<file path="config.mk">
export PLATFORM = sky130hd
export DESIGN_NAME = sacc_ctrl
export DESIGN_NICKNAME = d
export VERILOG_FILES = /design/src/rtl/sacc_pkg.sv /design/src/rtl/sacc_div12.sv /design/src/rtl/sacc_ctrl.sv
export SDC_FILE = /design/constraint.sdc
export NUM_CORES = 1
export LEC_CHECK = 0
export BUFFER_PORTS_ARGS = -buffer_cell sky130_fd_sc_hd__buf_4
export CORE_UTILIZATION = 55
export DETAILED_ROUTE_END_ITERATION = 7
export PLACE_DENSITY = 0.8
export SLEW_MARGIN = 20
export SYNTH_ARGS = -nofsm -noshare
export SYNTH_HDL_FRONTEND = slang
export SYNTH_SLANG_ARGS = --single-unit
</file>
<file path="constraint.sdc">
create_clock -name clock -period 2.85 [get_ports clock]
set_clock_uncertainty 0.05 [all_clocks]
set_input_delay 0.1425 -clock clock [delete_from_list [all_inputs] [get_ports clock]]
set_output_delay 0.1425 -clock clock [all_outputs]
set_load 0.02 [all_outputs]
</file>
<file path="src/rtl/sacc_pkg.sv">
// Constants, types and reset values of the converter control block.
// Assumes one 100 MHz clock and a single-cycle register port.
//
// Notes on behaviour
// Eight-bit result by successive approximation, stepped by clock divided by twelve.
// Writing one to start begins a conversion and clears end-of-conversion at once.
// Finish sets end-of-conversion; result is valid only while it is set.
// One conversion per start write; no continuous mode.
// Start during a running conversion abandons it and begins a fresh one.
// Start bit is write-only and always reads as zero.
// Interrupt request when end-of-conversion is set and interrupt enable is one.
// Power select one keeps converter able to convert; zero puts it idle.
// Software sets power select at least one instruction before starting.
// Converter keeps running in processor wait mode; its interrupt can wake it.
// Reset aborts conversion, control reads 40h, interrupt enable is zero.
// Software never selects more than one analog input at a time.
// Control layout: enable bit 7, done bit 6, start bit 5, power bit 4.
// End-of-conversion is read-only and doubles as interrupt pending bit.
// Result register is read-only, full eight bits in bits 7 to 0.
// Conversion lasts about 70 us at 8 MHz, fixing divided clocks per conversion.
// Writing zero to start changes neither a conversion nor the done flag.
// Result updates only on completion; aborted conversions keep the old result.

package sacc_pkg;

    // ****************************************************************
    // Widths
    // ****************************************************************
    localparam int ADDR_W = 8;
    localparam int DATA_W = 8;
    localparam int RES_W  = 8;
    localparam int EVT_W  = 2;
    localparam int TICK_W = 6;
    localparam int IDX_W  = 3;
    localparam int DIV_W  = 4;

    // ****************************************************************
    // Register map
    // ****************************************************************
    localparam logic [ADDR_W-1:0] ADDR_RESULT     = 8'hD0;
    localparam logic [ADDR_W-1:0] ADDR_CONTROL    = 8'hD1;
    localparam logic [ADDR_W-1:0] ADDR_EVT_STATUS = 8'hDE;
    localparam logic [ADDR_W-1:0] ADDR_EVT_MASK   = 8'hDF;

    localparam int CTL_IRQ_EN_BIT = 7;
    localparam int CTL_EOC_BIT    = 6;
    localparam int CTL_START_BIT  = 5;
    localparam int CTL_POWER_BIT  = 4;
    localparam logic [DATA_W-1:0] CTL_RESET = 8'h40;

    localparam int EVT_DONE_BIT  = 0;
    localparam int EVT_ABORT_BIT = 1;

    // ****************************************************************
    // Timing
    // ****************************************************************
    localparam int DIV_FACTOR   = 12;
    localparam int CONV_TIME_NS = 70000;
    localparam int REF_OSC_KHZ  = 8000;
    localparam int CONV_TICKS   = (CONV_TIME_NS * REF_OSC_KHZ) / (DIV_FACTOR * 1000000);
    localparam int BIT_TICKS    = CONV_TICKS / RES_W;
    localparam int SAMPLE_TICKS = CONV_TICKS - BIT_TICKS * RES_W;
    localparam int CONV_CYCLES  = CONV_TICKS * DIV_FACTOR;

    localparam logic [DIV_W-1:0]  DIV_LAST    = DIV_W'(DIV_FACTOR - 1);
    localparam logic [TICK_W-1:0] SAMPLE_LAST = TICK_W'(SAMPLE_TICKS - 1);
    localparam logic [TICK_W-1:0] BIT_LAST    = TICK_W'(BIT_TICKS - 1);
    localparam logic [IDX_W-1:0]  MSB_IDX     = IDX_W'(RES_W - 1);
    localparam logic [RES_W-1:0]  SAR_INIT    = 8'h80;

    // ****************************************************************
    // Types
    // ****************************************************************
    typedef enum logic [2:0] {
        ST_IDLE    = 3'b001,
        ST_SAMPLE  = 3'b010,
        ST_CONVERT = 3'b100
    } sacc_fsm_t;

    typedef struct packed {
        logic [ADDR_W-1:0] addr;
        logic [DATA_W-1:0] wdata;
        logic              wr;
        logic              rd;
    } sacc_bus_req_t;

    typedef struct packed {
        sacc_fsm_t         fsm;
        logic              converter_irq_enable;
        logic              converter_power_select;
        logic              eoc;
        logic [EVT_W-1:0]  evt_sts;
        logic [EVT_W-1:0]  evt_msk;
        logic [RES_W-1:0]  result;
        logic [RES_W-1:0]  sar;
        logic [IDX_W-1:0]  bit_idx;
        logic [TICK_W-1:0] tick_cnt;
        logic              sync1;
        logic              sync2;
        logic              busy;
        logic              sampling;
        logic [DATA_W-1:0] rdata;
        logic              irq;
    } sacc_state_t;

    typedef struct packed {
        logic [DIV_W-1:0] cnt;
        logic             tick;
    } sacc_div_state_t;

endpackage

</file>
<file path="src/rtl/sacc_div12.sv">
// Conversion clock divider: one-cycle tick every twelfth clock.
// Assumes clear is driven from logic on the same clock.

module sacc_div12
    import sacc_pkg::*;
(
    input  wire logic clock,
    input  wire logic reset_n,
    input  wire logic clear,
    output logic      tick
);

    // ****************************************************************
    // State
    // ****************************************************************
    sacc_div_state_t q;
    sacc_div_state_t d;

    always_comb begin
        d = q;
        d.tick = 1'b0;
        if (clear) begin
            d.cnt = '0;
        end else if (q.cnt == DIV_LAST) begin
            d.cnt  = '0;
            d.tick = 1'b1;
        end else begin
            d.cnt = q.cnt + DIV_W'(1);
        end
    end

    always_ff @(posedge clock or negedge reset_n) begin
        if (!reset_n) begin
            q <= '0;
        end else begin
            q <= d;
        end
    end

    assign tick = q.tick;

endmodule

</file>
<file path="src/rtl/sacc_ctrl.sv">
// Successive-approximation converter control with register port.
// Assumes an external comparator and trial DAC on the analog side;
// comparator answer arrives asynchronously and is synchronised here.

module sacc_ctrl
    import sacc_pkg::*;
(
    input  wire logic          clock,
    input  wire logic          reset_n,
    input  wire sacc_bus_req_t bus_req,
    output logic [DATA_W-1:0]  bus_rdata,
    input  wire logic          comp_above,
    output logic [RES_W-1:0]   dac_code,
    output logic               sample_en,
    output logic               adc_power_on,
    output logic               conv_busy,
    output logic               irq
);

    // ****************************************************************
    // Reset value of all state
    // ****************************************************************
    localparam sacc_state_t STATE_RST = '{
        fsm:      ST_IDLE,
        converter_irq_enable:   CTL_RESET[CTL_IRQ_EN_BIT],
        converter_power_select: CTL_RESET[CTL_POWER_BIT],
        eoc:      CTL_RESET[CTL_EOC_BIT],
        evt_sts:  '0,
        evt_msk:  '0,
        result:   '0,
        sar:      '0,
        bit_idx:  '0,
        tick_cnt: '0,
        sync1:    1'b0,
        sync2:    1'b0,
        busy:     1'b0,
        sampling: 1'b0,
        rdata:    '0,
        irq:      1'b0
    };

    // ****************************************************************
    // Declarations
    // ****************************************************************
    sacc_state_t      q;
    sacc_state_t      d;
    logic             tick;
    logic             div_clear;
    logic             wr_ctl;
    logic             wr_msk;
    logic             rd_sts;
    logic             start_req;
    logic [EVT_W-1:0] evt_set;

    // ****************************************************************
    // Control register view
    // ****************************************************************
    function automatic logic [DATA_W-1:0] ctl_view(
        input sacc_state_t s
    );
        logic [DATA_W-1:0] v;
        v = '0;
        v[CTL_IRQ_EN_BIT] = s.converter_irq_enable;
        v[CTL_EOC_BIT]    = s.eoc;
        v[CTL_START_BIT]  = 1'b0;
        v[CTL_POWER_BIT]  = s.converter_power_select;
        return v;
    endfunction

    // ****************************************************************
    // Read multiplexer
    // ****************************************************************
    function automatic logic [DATA_W-1:0] read_mux(
        input logic [ADDR_W-1:0] addr,
        input sacc_state_t       s
    );
        logic [DATA_W-1:0] v;
        v = '0;
        case (addr)
            ADDR_RESULT: begin
                v = s.result;
            end
            ADDR_CONTROL: begin
                v = ctl_view(s);
            end
            ADDR_EVT_STATUS: begin
                v[EVT_W-1:0] = s.evt_sts;
            end
            ADDR_EVT_MASK: begin
                v[EVT_W-1:0] = s.evt_msk;
            end
            default: begin
                v = '0;
            end
        endcase
        return v;
    endfunction

    // ****************************************************************
    // Bus decode
    // ****************************************************************
    assign wr_ctl = bus_req.wr && (bus_req.addr == ADDR_CONTROL);
    assign wr_msk = bus_req.wr && (bus_req.addr == ADDR_EVT_MASK);
    assign rd_sts = bus_req.rd && (bus_req.addr == ADDR_EVT_STATUS);

    // Only a written one starts; a written zero neither starts nor clears the done flag
    assign start_req = wr_ctl && bus_req.wdata[CTL_START_BIT];

    // ****************************************************************
    // Conversion clock divider
    // ****************************************************************
    assign div_clear = start_req || !q.busy;

    sacc_div12 u_div (
        .clock   (clock),
        .reset_n (reset_n),
        .clear   (div_clear),
        .tick    (tick)
    );

    // ****************************************************************
    // Next state
    // ****************************************************************
    always_comb begin
        d       = q;
        evt_set = '0;

        // Comparator synchroniser
        d.sync1 = comp_above;
        d.sync2 = q.sync1;

        // Writable control bits
        if (wr_ctl) begin
            d.converter_irq_enable   = bus_req.wdata[CTL_IRQ_EN_BIT];
            d.converter_power_select = bus_req.wdata[CTL_POWER_BIT];
        end

        if (wr_msk) begin
            d.evt_msk = bus_req.wdata[EVT_W-1:0];
        end

        // Sequencer; runs regardless of processor sleep
        if (!start_req) begin
            case (q.fsm)
                ST_IDLE: begin
                    d.fsm = ST_IDLE;
                end
                ST_SAMPLE: begin
                    if (tick) begin
                        if (q.tick_cnt == SAMPLE_LAST) begin
                            d.fsm      = ST_CONVERT;
                            d.tick_cnt = '0;
                            d.sar      = SAR_INIT;
                            d.bit_idx  = MSB_IDX;
                        end else begin
                            d.tick_cnt = q.tick_cnt + TICK_W'(1);
                        end
                    end
                end
                ST_CONVERT: begin
                    if (tick) begin
                        if (q.tick_cnt == BIT_LAST) begin
                            d.tick_cnt = '0;
                            if (!q.sync2) begin
                                d.sar[q.bit_idx] = 1'b0;
                            end
                            if (q.bit_idx == '0) begin
                                d.fsm    = ST_IDLE;
                                d.result = d.sar;
                                d.eoc    = 1'b1;
                                evt_set[EVT_DONE_BIT] = 1'b1;
                            end else begin
                                d.sar[q.bit_idx - IDX_W'(1)] = 1'b1;
                                d.bit_idx = q.bit_idx - IDX_W'(1);
                            end
                        end else begin
                            d.tick_cnt = q.tick_cnt + TICK_W'(1);
                        end
                    end
                end
                default: begin
                    d.fsm = ST_IDLE;
                end
            endcase
        end

        // Power down stops a running conversion; result kept
        if (!d.converter_power_select && q.fsm != ST_IDLE && !start_req) begin
            d.fsm = ST_IDLE;
            evt_set[EVT_ABORT_BIT] = 1'b1;
        end

        // Start: clears done flag, restarts if already running and power select is one
        if (start_req) begin
            d.eoc      = 1'b0;
            d.tick_cnt = '0;
            d.sar      = '0;
            d.bit_idx  = '0;
            if (q.fsm != ST_IDLE) begin
                evt_set[EVT_ABORT_BIT] = 1'b1;
            end
            if (d.converter_power_select) begin
                d.fsm = ST_SAMPLE;
            end else begin
                d.fsm = ST_IDLE;
            end
        end

        // Sticky events; a new event beats a clearing read
        for (int i = 0; i < EVT_W; i++) begin
            d.evt_sts[i] = evt_set[i] || (q.evt_sts[i] && !rd_sts);
        end

        // Flop-driven status outputs
        d.busy     = (d.fsm != ST_IDLE);
        d.sampling = (d.fsm == ST_SAMPLE);

        // Done flag doubles as pending bit
        d.irq = (d.eoc && d.converter_irq_enable)
              || |(d.evt_sts & d.evt_msk);

        // Read data for one cycle only
        if (bus_req.rd) begin
            d.rdata = read_mux(bus_req.addr, q);
        end else begin
            d.rdata = '0;
        end
    end

    // ****************************************************************
    // State register
    // ****************************************************************
    always_ff @(posedge clock or negedge reset_n) begin
        if (!reset_n) begin
            q <= STATE_RST;
        end else begin
            q <= d;
        end
    end

    // ****************************************************************
    // Outputs
    // ****************************************************************
    assign bus_rdata    = q.rdata;
    assign dac_code     = q.sar;
    assign sample_en    = q.sampling;
    assign adc_power_on = q.converter_power_select;
    assign conv_busy    = q.busy;
    assign irq          = q.irq;

endmodule

</file>
==> out/qor.log <==
[run_status] outcome completed
[placed_design] dpl cell area 0.00304 mm2
[route] final routed wire length divided by cell count 14.2 um
[route] first-iteration detailed-routing DRC count 72
[route] Total Routed Length 5360 um
[timing] post-route minimum period 2220 ps
[timing] remaining max-slew budget at the tightest pin 0.566
[global_route] maximum number of pins on one net before global-route repair 54
[die] Initial Util 0.583
[global_route] vias in the first global route 2018
[min_path] endpoint of the worst hold path bus_rdata[0]
[finish] fraction of layout instances using a drive strength above 1 0.235
[pwr] Leak 1.46 nW
[finish] number of diodes added for antenna fixing 0
[die] site row count 25
[global_route] GRT Total Usage 0.217
[clocking] TritonCTS buffer count 5
[clocking] Max clock buf depth 2
[yosys] Synth top area share 0.454
[pwr] share of total power in combinational logic 0.064
[placed_design] weighted congestion at the end of routability-driven global placement 0.851
[timing] final total negative setup slack 0 ps
[global_route] grt met1 use 0.259
[min_path] Hold Crit Depth 2
[critical_path] Worst Reg2Reg Path Length in Cells 5
[pwr] net switching power 0.313 mW
[clocking] Post-CTS Repair Setup Buffers 0
[clocking] number of clock sinks seen by CTS 53
[finish] most frequent cells in the layout sky130_fd_sc_hd__dfrtp_1, sky130_fd_sc_hd__buf_4, sky130_fd_sc_hd__nor2_1
[yosys] cell area after synthesis 0.00281 mm2
[global_route] first-pass GRT wire length 8890 um
[placed_design] half-perimeter wire length after placement 3920 um
[die] Vert. Die Dim 73.5 um
[route] Avg Vias per Cell 5.47
[yosys] Net Count, Synth 308
[pwr] power per standard cell area 409 mW/mm2
[yosys] Synth Flop Type sky130_fd_sc_hd__dfrtp_1
[placed_design] port bufs 37
[critical_path] endpoint kind of the worst setup timing path flop
[yosys] Synth cell types 56
[route] residual DRC count 0
[global_route] global routing usage on met3 0.0453
[clocking] root buffer selected by CTS sky130_fd_sc_hd__clkbuf_8
[die] horizontal extent of the die 73.5 um
[yosys] part of the Yosys area used for sequential elements 0.473
[critical_path] kind of launch point of the worst setup path flop
[finish] fin area 0.00315 mm2
[min_path] Worst Hold Launch bus_req[0]
[run] Max Cap Viol 0
[pwr] Clock power frac 0.337
[global_route] antenna violations before repair 0
[clocking] clock-pin slew on the worst setup and hold paths 100 ps
[timing] highest clock frequency the design can meet 450 MHz
[die] DIE AREA 0.00540 mm2
[critical_path] category of the most critical setup path reg -> reg
[critical_path] data arrival time of the worst path 2360 ps
[clocking] clock tree from TritonCTS yes
[clocking] insertion delay of the later-clocked pin in the worst-skew pair 300 ps
[critical_path] worst-case register-to-register setup slack 630 ps
[timing] max-slew violations 0
[clocking] CTS HTree Levels 2
[yosys] Synth Warn # 0
[global_route] remaining global-route overflow 0
[route] Initial DRT Pass Iterations 6
[timing] unrepaired setup endpoints after global routing false
[finish] area growth from synthesis to layout 12.1%
[yosys] #FFs+latches synth 53
[die] standard cell core area 0.00482 mm2
[yosys] largest area contributor in the synthesized netlist sky130_fd_sc_hd__dfrtp_1
[global_route] most used routing layer in global routing met2
[yosys] cell count after synthesis 281
[die] number of ports placed on the die boundary 41
[pwr] Switching Fraction 0.244
[critical_path] CP required 2990 ps
[critical_path] Reg2Reg Capture Point dac_code[4]
[timing] measured slew at the worst slew-check pin 651 ps
[pwr] internal power consumption 0.973 mW
[critical_path] startpoint of the worst register-to-register path q[16]
[yosys] Post-synth EDFFs 0
[yosys] Async SR Flop Fraction 1.00
[pwr] worst-case vdd ir drop 0.262 mV
[pwr] power share of the sequential group 0.598
[min_path] worst min-delay path category in -> reg
[route] count of vias placed by the detailed router 2064
[pwr] Overall Power 1.29 mW
[global_route] met2 track demand over resource in global routing 0.394
[timing] total count of hold-check failures in the final report 0
[route] ANT nets after route 0
[timing] Final Setup Violations 0
[finish] most common cell after layout, fill and taps aside sky130_fd_sc_hd__dfrtp_1
[placed_design] Setup Slack @ Placement 629 ps
[timing] final critical-path setup slack 628 ps
[timing] ratio of final minimum period to clock period 0.780
[finish] net count of the finished layout 336
[yosys] Post-Syn Area per Cell 10.0 um2
[yosys] synth top area cells sky130_fd_sc_hd__dfrtp_1, sky130_fd_sc_hd__buf_4, sky130_fd_sc_hd__o21ai_0, sky130_fd_sc_hd__nor2_1, sky130_fd_sc_hd__nand2_1
[critical_path] largest fanout of any net on the critical path 10
-- per-layer routing --
layer	up-vias	wire length, um	part of all wire
li1	1029	-	-
met1	980	2450	0.46
met2	51	2650	0.49
met3	4	237	0.044
met4	0	32	0.0060
met5	-	0	0
-- power groups by stage --
stage | logic, mW | registers [mW] | clock network (mW)
4_1_cts | 0.0841 | 0.770 | 0.451
3_5_place_dp | 0.0816 | 0.785 | 0
2_1_floorplan | 0.0405 | 0.782 | 0
5_1_grt | 0.0930 | 0.771 | 0.477
6_report | 0.0825 | 0.770 | 0.434
3_3_place_gp | 0.0799 | 0.785 | 0
-- stage by stage --
| stage | instances | utilization | hold slack [ps] |
|---|---|---|---|
| after detailed placement | 367 | 0.630 | 169 |
| after CTS | 377 | 0.654 | 3.85 |
| after floorplan | 281 | - | -203 |
| after global routing | 377 | 0.654 | 1.68 |
| final | 377 | 0.654 | 10.4 |
| after global placement | 367 | 0.630 | 169 |
-- cells by family after synthesis --
| kind of cell | synth area share |
|---|---|
| xor+xnor | 0.0125 |
| simple gates | 0.210 |
| flops | 0.473 |
| compound gates | 0.161 |
| fa+ha+maj | 0.0267 |
| mux | 0.0410 |
| buf+inv | 0.0766 |
-- worst max-delay path by stage --
stage	start	cells after the start	endpoint	slack, ps
finish	q[16]	5	dac_code[4]	630
global route	q[16]	5	q[35]	440
CTS	q[16]	5	dac_code[4]	620
detailed placement	q[16]	5	dac_code[4]	630
global placement	q[16]	5	dac_code[0]	680
floorplan	q[19]	7	q[33]	840
-- what timing repair did --
action	in CTS	in global routing
gates resized for setup	0	0
setup endpoints to repair	0	0
hold buffers	2	0
endpoints found under the hold margin	52	0
-- synth_stat cells, types with 2 or more instances --
library cell / count
sky130_fd_sc_hd__a21o_1: 2
sky130_fd_sc_hd__a21oi_1: 6
sky130_fd_sc_hd__a22o_1: 4
sky130_fd_sc_hd__a22oi_1: 3
sky130_fd_sc_hd__a31oi_1: 3
sky130_fd_sc_hd__and2_1: 2
sky130_fd_sc_hd__and3_1: 5
sky130_fd_sc_hd__buf_4: 17
sky130_fd_sc_hd__clkbuf_1: 3
sky130_fd_sc_hd__clkbuf_8: 2
sky130_fd_sc_hd__dfrtp_1: 51
sky130_fd_sc_hd__dfstp_2: 2
sky130_fd_sc_hd__ha_1: 6
sky130_fd_sc_hd__inv_1: 13
sky130_fd_sc_hd__mux2_2: 4
sky130_fd_sc_hd__mux2i_1: 7
sky130_fd_sc_hd__nand2_1: 25
sky130_fd_sc_hd__nand2b_1: 2
sky130_fd_sc_hd__nand3_1: 7
sky130_fd_sc_hd__nand3b_1: 6
sky130_fd_sc_hd__nand4_1: 2
sky130_fd_sc_hd__nor2_1: 26
sky130_fd_sc_hd__nor2b_1: 2
sky130_fd_sc_hd__nor3_1: 9
sky130_fd_sc_hd__nor3b_1: 6
sky130_fd_sc_hd__o21a_1: 5
sky130_fd_sc_hd__o21ai_0: 22
sky130_fd_sc_hd__o21ai_1: 2
sky130_fd_sc_hd__o22ai_1: 4
sky130_fd_sc_hd__o31ai_1: 4
sky130_fd_sc_hd__or2_2: 2
sky130_fd_sc_hd__xnor2_1: 2
sky130_fd_sc_hd__xor2_1: 2
-- layout make-up --
| type | instances | area, um2 |
|---|---|---|
| Clock buffer | 5 | 68.8 |
| Clock inverter | 3 | 25.0 |
| Fill cell | 406 | 1670 |
| Inverter | 13 | 48.8 |
| Multi-Input combinational cell | 193 | 1270 |
| Sequential cell | 53 | 1330 |
| Tap cell | 67 | 83.8 |
| Timing Repair Buffer | 43 | 328 |
-- sequential cells by signal, summed over array words and instances, names as in the netlist --
| name | cells |
|---|---|
| q | 27 |
| bus_rdata | 8 |
| dac_code | 8 |
| u_div.q | 4 |
| adc_power_on | 1 |
| conv_busy | 1 |
| d | 1 |
| irq | 1 |
| sample_en | 1 |
| u_div.tick | 1 |
-- critical path: stages, from the launching register on --
cell and delay (ps):
sky130_fd_sc_hd__dfrtp_1 440, sky130_fd_sc_hd__or4b_4 590, sky130_fd_sc_hd__a2111oi_4 490, sky130_fd_sc_hd__nor2_1 240, sky130_fd_sc_hd__o21ai_0 200, sky130_fd_sc_hd__o21ai_1 100
(Power assumes the default switching activity.)
